`config.mk`:
```
export PLATFORM = sky130hd
export DESIGN_NAME = sgm_modulator
export DESIGN_NICKNAME = d
export VERILOG_FILES = /design/src/inc/sgm_pkg.sv /design/src/hdl/sgm_modulator.sv
export VERILOG_INCLUDE_DIRS = /design/src /design/src/inc
export SDC_FILE = /design/constraint.sdc
export NUM_CORES = 1
export LEC_CHECK = 0
export ABC_AREA = 0
export BUFFER_PORTS_ARGS = -buffer_cell sky130_fd_sc_hd__buf_2
export CAP_MARGIN = 5
export CORE_MARGIN = 1
export CORE_UTILIZATION = 40
export CTS_CLUSTER_SIZE = 20
export DETAILED_ROUTE_END_ITERATION = 8
export PLACE_DENSITY = 0.75
export SLEW_MARGIN = 20
export SYNTH_ARGS = -nofsm -noshare
export SYNTH_HDL_FRONTEND = slang
export SYNTH_SLANG_ARGS = --single-unit
```
`constraint.sdc`:
```
create_clock -name CLK -period 2.7 [get_ports CLK]
set_input_delay 0.27 -clock CLK [delete_from_list [all_inputs] [get_ports CLK]]
set_output_delay 0.27 -clock CLK [all_outputs]
set_load 0.02 [all_outputs]
```
`src/inc/sgm_defs.svh`:
```
// register offsets, field positions, reset values and select codes for the signal modulator
// assumes inclusion by bare name from the package and the design module
`ifndef SGM_DEFS_SVH
`define SGM_DEFS_SVH

// register byte offsets on the apb bus
`define SGM_CTRL_OFS 12'h000
`define SGM_SRC_OFS 12'h004
`define SGM_CARRIER_HIGH_OFS 12'h008
`define SGM_CARRIER_LOW_OFS 12'h00c

// control register field positions
`define SGM_EN_BIT 7
`define SGM_OPOL_BIT 4
`define SGM_OUT_BIT 3
`define SGM_MBIT_BIT 0

// carrier register field positions
`define SGM_CPOL_BIT 6
`define SGM_CSYNC_BIT 5

// reset values
`define SGM_CTRL_RST 8'h00
`define SGM_SEL_RST 8'h00

// special select codes
`define SGM_SRC_MANUAL 4'h0
`define SGM_CAR_GND 4'h0
`define SGM_CAR_RSVD 4'h9

`endif

```
`src/inc/sgm_pkg.sv`:
```
// types shared by the signal modulator design
// assumes sgm_defs.svh is on the include path
package sgm_pkg;
    `include "sgm_defs.svh"

    // apb request from the master
    typedef struct packed {
        logic psel;
        logic penable;
        logic pwrite;
        logic [11:0] paddr;
        logic [31:0] pwdata;
    } sgm_apb_req_t;

    // one carrier control register
    typedef struct packed {
        logic invert;
        logic sync_en;
        logic [3:0] sel;
    } sgm_car_t;

    // all state of the modulator except the source synchronisers
    typedef struct packed {
        logic enable;
        logic out_inv;
        logic man_bit;
        logic [3:0] src_sel;
        sgm_car_t car_hi;
        sgm_car_t car_lo;
        logic sync_hi_on;
        logic sync_lo_on;
        logic hi_prev;
        logic lo_prev;
        logic [2:0] mod_sync;
        logic [1:0] hi_sync;
        logic [1:0] lo_sync;
        logic mod_out;
        logic pin_out;
        logic pready;
        logic pslverr;
        logic [31:0] prdata;
    } sgm_state_t;
endpackage : sgm_pkg

```
`src/hdl/sgm_modulator.sv`:
```
// signal modulator: mixes a data source with high or low carrier, apb registers
// assumes sources are free-running outputs from other logic or pins; resampled here
`timescale 1ns/1ps
`include "sgm_defs.svh"
module sgm_modulator
    import sgm_pkg::*;
(
    input wire logic CLK,
    input wire logic RSTN,
    input wire logic PSEL,
    input wire logic PENABLE,
    input wire logic PWRITE,
    input wire logic [11:0] PADDR,
    input wire logic [31:0] PWDATA,
    output logic [31:0] PRDATA,
    output logic PREADY,
    output logic PSLVERR,
    input wire logic [15:0] DATA_SRC_IN,
    input wire logic [15:0] CARRIER_SRC_IN,
    output logic MOD_OUT_PIN
);

    ////////////////////////////////////////////////////////////////////////////
    sgm_state_t st_reg;
    sgm_state_t st_next;
    logic [15:0] data_s1_reg;
    logic [15:0] data_s2_reg;
    logic [15:0] car_s1_reg;
    logic [15:0] car_s2_reg;
    sgm_apb_req_t req;
    logic acc;
    logic hit;

    assign req = '{psel: PSEL, penable: PENABLE, pwrite: PWRITE, paddr: PADDR,
                   pwdata: PWDATA};

    ////////////////////////////////////////////////////////////////////////////
    // two-flop synchronisers per source bit; only stage two is read
    genvar gi;
    generate
        for (gi = 0; gi < 16; gi++) begin : g_sync
            always_ff @(posedge CLK) begin
                data_s1_reg[gi] <= DATA_SRC_IN[gi];
                data_s2_reg[gi] <= data_s1_reg[gi];
                car_s1_reg[gi] <= CARRIER_SRC_IN[gi];
                car_s2_reg[gi] <= car_s1_reg[gi];
            end
        end
    endgenerate

    ////////////////////////////////////////////////////////////////////////////
    // carrier pick: code 0 is ground, reserved code reads zero
    function automatic logic pick_car(input logic [15:0] srcs, input sgm_car_t c,
                                      input logic en);
        logic v;
        v = 1'b0;
        if (en && c.sel != `SGM_CAR_GND && c.sel != `SGM_CAR_RSVD) begin
            v = srcs[c.sel];
        end
        return v ^ (c.invert & en);
    endfunction : pick_car

    ////////////////////////////////////////////////////////////////////////////
    // next state: register writes, sync tracking and output mixing
    always_comb begin
        logic data_v;
        logic hi_v;
        logic lo_v;
        logic hi_fall;
        logic lo_fall;
        logic mix;
        logic [31:0] rd;
        data_v = 1'b0;
        hi_v = 1'b0;
        lo_v = 1'b0;
        hi_fall = 1'b0;
        lo_fall = 1'b0;
        mix = 1'b0;
        rd = 32'h0000_0000;
        st_next = st_reg;
        acc = req.psel & req.penable;
        hit = (req.paddr == `SGM_CTRL_OFS) || (req.paddr == `SGM_SRC_OFS) ||
              (req.paddr == `SGM_CARRIER_HIGH_OFS) || (req.paddr == `SGM_CARRIER_LOW_OFS);

        // data source; manual bit forced while disabled
        if (!st_reg.enable || st_reg.src_sel == `SGM_SRC_MANUAL) begin
            data_v = st_reg.man_bit;
        end else begin
            data_v = data_s2_reg[st_reg.src_sel];
        end
        hi_v = pick_car(car_s2_reg, st_reg.car_hi, st_reg.enable);
        lo_v = pick_car(car_s2_reg, st_reg.car_lo, st_reg.enable);
        hi_fall = st_reg.hi_prev & ~hi_v;
        lo_fall = st_reg.lo_prev & ~lo_v;
        st_next.hi_prev = hi_v;
        st_next.lo_prev = lo_v;
        st_next.mod_sync = {st_reg.mod_sync[1:0], data_v};

        // high carrier gate; edge tracking only when sync enabled
        if (!st_reg.car_hi.sync_en) begin
            st_next.sync_hi_on = data_v;
        end else if (data_v) begin
            if (hi_fall) st_next.sync_hi_on = 1'b1;
        end else if (hi_fall) begin
            st_next.sync_hi_on = 1'b0;
        end
        // low carrier gate, mirror of the high side
        if (!st_reg.car_lo.sync_en) begin
            st_next.sync_lo_on = ~data_v;
        end else if (!data_v) begin
            if (lo_fall) st_next.sync_lo_on = 1'b1;
        end else if (lo_fall) begin
            st_next.sync_lo_on = 1'b0;
        end
        // unsynced carrier yields at once to a synced one still running
        if (data_v) begin
            mix = (st_reg.sync_hi_on | ~st_reg.car_hi.sync_en) & hi_v;
            if (st_reg.car_lo.sync_en && st_reg.sync_lo_on) mix = lo_v;
        end else begin
            mix = (st_reg.sync_lo_on | ~st_reg.car_lo.sync_en) & lo_v;
            if (st_reg.car_hi.sync_en && st_reg.sync_hi_on) mix = hi_v;
        end
        // data level already picked the carrier above, so only enable gates the result
        mix = mix & st_reg.enable;
        st_next.mod_out = mix;
        // disabled output holds the pin low whatever the polarity bit says
        st_next.pin_out = st_reg.enable ? (mix ^ st_reg.out_inv) : 1'b0;

        // apb: one registered answer, in the cycle after the access
        st_next.pready = 1'b0;
        st_next.pslverr = 1'b0;
        if (acc && !st_reg.pready) begin
            st_next.pready = 1'b1;
            st_next.pslverr = ~hit;
            case (req.paddr)
                `SGM_CTRL_OFS: begin
                    rd = {24'h000000, st_reg.enable, 2'b00, st_reg.out_inv,
                          st_reg.mod_out, 2'b00, st_reg.man_bit};
                end
                `SGM_SRC_OFS: begin
                    rd = {28'h0000000, st_reg.src_sel};
                end
                `SGM_CARRIER_HIGH_OFS: begin
                    rd = {25'h0000000, st_reg.car_hi.invert, st_reg.car_hi.sync_en, 1'b0,
                          st_reg.car_hi.sel};
                end
                `SGM_CARRIER_LOW_OFS: begin
                    rd = {25'h0000000, st_reg.car_lo.invert, st_reg.car_lo.sync_en, 1'b0,
                          st_reg.car_lo.sel};
                end
                default: begin
                    rd = 32'h0000_0000;
                end
            endcase
            st_next.prdata = rd;
            // writing enable leaves selections untouched
            if (req.pwrite) begin
                case (req.paddr)
                    `SGM_CTRL_OFS: begin
                        st_next.enable = req.pwdata[`SGM_EN_BIT];
                        st_next.out_inv = req.pwdata[`SGM_OPOL_BIT];
                        st_next.man_bit = req.pwdata[`SGM_MBIT_BIT];
                    end
                    `SGM_SRC_OFS: begin
                        st_next.src_sel = req.pwdata[3:0];
                    end
                    `SGM_CARRIER_HIGH_OFS: begin
                        st_next.car_hi = '{invert: req.pwdata[`SGM_CPOL_BIT],
                            sync_en: req.pwdata[`SGM_CSYNC_BIT], sel: req.pwdata[3:0]};
                    end
                    `SGM_CARRIER_LOW_OFS: begin
                        st_next.car_lo = '{invert: req.pwdata[`SGM_CPOL_BIT],
                            sync_en: req.pwdata[`SGM_CSYNC_BIT], sel: req.pwdata[3:0]};
                    end
                    default: begin
                        st_next.prdata = 32'h0000_0000;
                    end
                endcase
            end
        end
    end

    ////////////////////////////////////////////////////////////////////////////
    // state register; no sleep input, so it runs on in sleep
    always_ff @(posedge CLK) begin
        if (!RSTN) begin
            st_reg <= '0;
        end else begin
            st_reg <= st_next;
        end
    end

    // outputs straight from flops
    assign PRDATA = st_reg.prdata;
    assign PREADY = st_reg.pready;
    assign PSLVERR = st_reg.pslverr;
    assign MOD_OUT_PIN = st_reg.pin_out;

endmodule : sgm_modulator

```
==> qor.yml <==
place_area_um2: 3860
critPathMaxFanout: 4
hp-class: "primary input to flip-flop"
fillers: 803
synthFlopType: "dfxtp_1"
ys_seq_area_frac: 0.532
r2r_start: "st_reg[53]"
first_global_vias: 2551
layout_common_cells: "dfxtp_1 (95), buf_2 (65), mux2i_1 (31), dlygate4sd3_1 (30), nor2b_1 (27)"
report.final.slew_viol_count: 0
worst-setup-path-type: "flip-flop to flip-flop"
crit_required_ps: 2940
cts_hold_repair.buffers: 29
cp-end-kind: "flip-flop"
p_sw_frac: 0.242
routed_wl_um: 7190
cts_buffers: 9
vias_per_cell: 4.86
mostFrequentLayoutCell: "dfxtp_1"
power.switching_mw: 0.636
status: "finished clean"
p_leak_nw: 1.79
cts_root_buf: "clkbuf_8"
final_area_um2: 4370
post-cts-setup-buffer-count: 0
clockBufferDepth: 2
finClkSkew_ps: 10.0
p_int_mw: 1.99
syn_area_um2: 3570
synth-edff-count: 0
regToRegSetupSlack_ps: 140
cts.sinks: 95
multiInputGateArea_um2: 1430
final-hold-violation-count: 0
grt_antenna_before_repair: 0
yosysWarnings: 0
yosys_register_bits: 95
ant_nets: 0
hold_path_depth: 3
die_area_um2: 9320
path_clk_slew_ps: 100
n_antenna_cell: 0
start_util: 0.412
r2r_cells: 7
route.detailed.drc: 0
drive_above_1_share: 0.239
synth_async_sr_flop_share: 0
cts_tree: "built"
drtIter0Drc: 135
syn_area_per_cell_um2: 10.8
whs_ps: 179
ys_types: 45
finalCriticalPeriod_ps: 2560
power_frac_comb: 0.058
p_seq_frac: 0.559
grt.total_usage: 0.172
fin_crit_sh: 0.949
grt_pass1_wl_um: 11900
setup_tns_ps: 0
ctsResizeCount: 0
max_cap_viol_count: 0
num_rows: 34
globalplace.congestion: 0.819
ctsHtreeMaxLevel: 3
port_buffers: 65
tightest_slew_ps: 776
io_pins: 116
min-delay-start: "PWDATA[4]"
core_area_um2: 8680
critPathLaunchType: "flip-flop"
post-place-ws_ps: 141
via_count: 2583
layout.area.seq_um2: 1900
worst_slack_ps: 137
die_x_um: 96.5
overflow: 0
r2r_end: "MOD_OUT_PIN"
dieHeight_um: 96.5
areaGrowthSynthToFinish_pct: 22.4
fmax_mhz: 390
netlist_instances: 332
slew_headroom: 0.476
clkPwrFrac: 0.383
wl_per_cell_um: 13.5
arrival_ps: 2810
drtPass1Iterations: 4
vdd_drop_max_mv: 0.384
holdPathEnd: "st_reg[64]"
grt_max_degree: 37
setup_viol: 0
rsz0062_at_grt: "no"
largest_reg_flops: 24
place_hpwl_um: 4920
clock_latency_ps: 360
pwr_density_cell_nw_per_um2: 599
layout.nets: 499
==> worst max-delay path: stages (launching register included) <==
cell and delay, ps:
dfxtp_1 370, mux4_2 500, and2_0 160, o31a_1 330
or4_4 530, and2_4 180, a311oi_2 250, o211ai_1 130
==> power by group through the flow <==
stage,clock network (mW),logic [mW],registers [mW]
after floorplan,0,0.0953,1.49
after global placement,0,0.116,1.50
after detailed placement,0,0.118,1.50
after CTS,1.02,0.150,1.47
after global routing,1.09,0.169,1.47
final,1.00,0.152,1.46
==> per-layer routing <==
layer / routed length [µm] / global-route usage / vias up
li1: - / - / 1271
met1: 3140 / 0.204 / 1200
met2: 3490 / 0.295 / 95
met3: 363 / 0.0423 / 17
met4: 188 / 0.0748 / 0
met5: 0 / 0 / -
==> area by class of cell <==
cell class              count  share of cell area
clock inverters             7              0.0206
flip-flops and latches     95               0.435
well taps                 108              0.0309
multi-input cells         206               0.328
clock buffers               9              0.0283
inverters                   5             0.00429
repair buffers            101               0.153
==> cells by family (layout without fill, tap and decap cells) <==
kind of cell / Yosys count / count (layout) / share of synthesized area
compound gates: 41 / 41 / 0.0746
simple gates: 102 / 102 / 0.164
buf+inv: 54 / 122 / 0.0910
flops: 95 / 95 / 0.532
other cells: 1 / 24 / 0.00105
mux: 39 / 39 / 0.137
==> per-stage QoR <==
step | utilization | power [mW] | std cells
floorplan | - | 1.59 | 355
global placement | 0.445 | 1.61 | 485
detailed placement | 0.445 | 1.62 | 485
CTS | 0.503 | 2.64 | 530
global route | 0.504 | 2.73 | 531
finish | 0.504 | 2.62 | 531
==> how the worst max path moves through the flow <==
stage | start | endpoint | slack [ps] | cells past startpoint
after CTS | st_reg[53] | MOD_OUT_PIN | 120 | 7
after global routing | st_reg[53] | MOD_OUT_PIN | 60 | 8
final | st_reg[53] | MOD_OUT_PIN | 140 | 7
after global placement | st_reg[53] | MOD_OUT_PIN | 220 | 7
after floorplan | st_reg[54] | MOD_OUT_PIN | 250 | 8
after detailed placement | st_reg[53] | MOD_OUT_PIN | 140 | 7
==> synth_stat cells (2+ instances only) <==
cell type | number | area, µm²
clkbuf_1 | 15 | 56.3
a21oi_1 | 16 | 80.1
mux2i_1 | 31 | 310
inv_1 | 5 | 18.8
nor2_1 | 9 | 33.8
and3_1 | 3 | 18.8
nor4_1 | 4 | 25.0
nand4b_1 | 2 | 17.5
nor3b_1 | 4 | 30.0
buf_4 | 32 | 240
or4_1 | 2 | 15.0
or2_2 | 2 | 12.5
nand3b_1 | 3 | 22.5
a31oi_1 | 2 | 12.5
or3_1 | 3 | 18.8
mux4_2 | 8 | 180
nand4_1 | 2 | 12.5
o21ai_0 | 5 | 25.0
o211ai_1 | 5 | 37.5
nand2_1 | 16 | 60.1
dfxtp_1 | 95 | 1900
buf_2 | 2 | 10.0
nor2b_1 | 27 | 169
and2_1 | 4 | 25.0
nor3_1 | 6 | 30.0
a21boi_0 | 2 | 15.0
nand3_1 | 9 | 45.0
(Power assumes the default switching activity.)
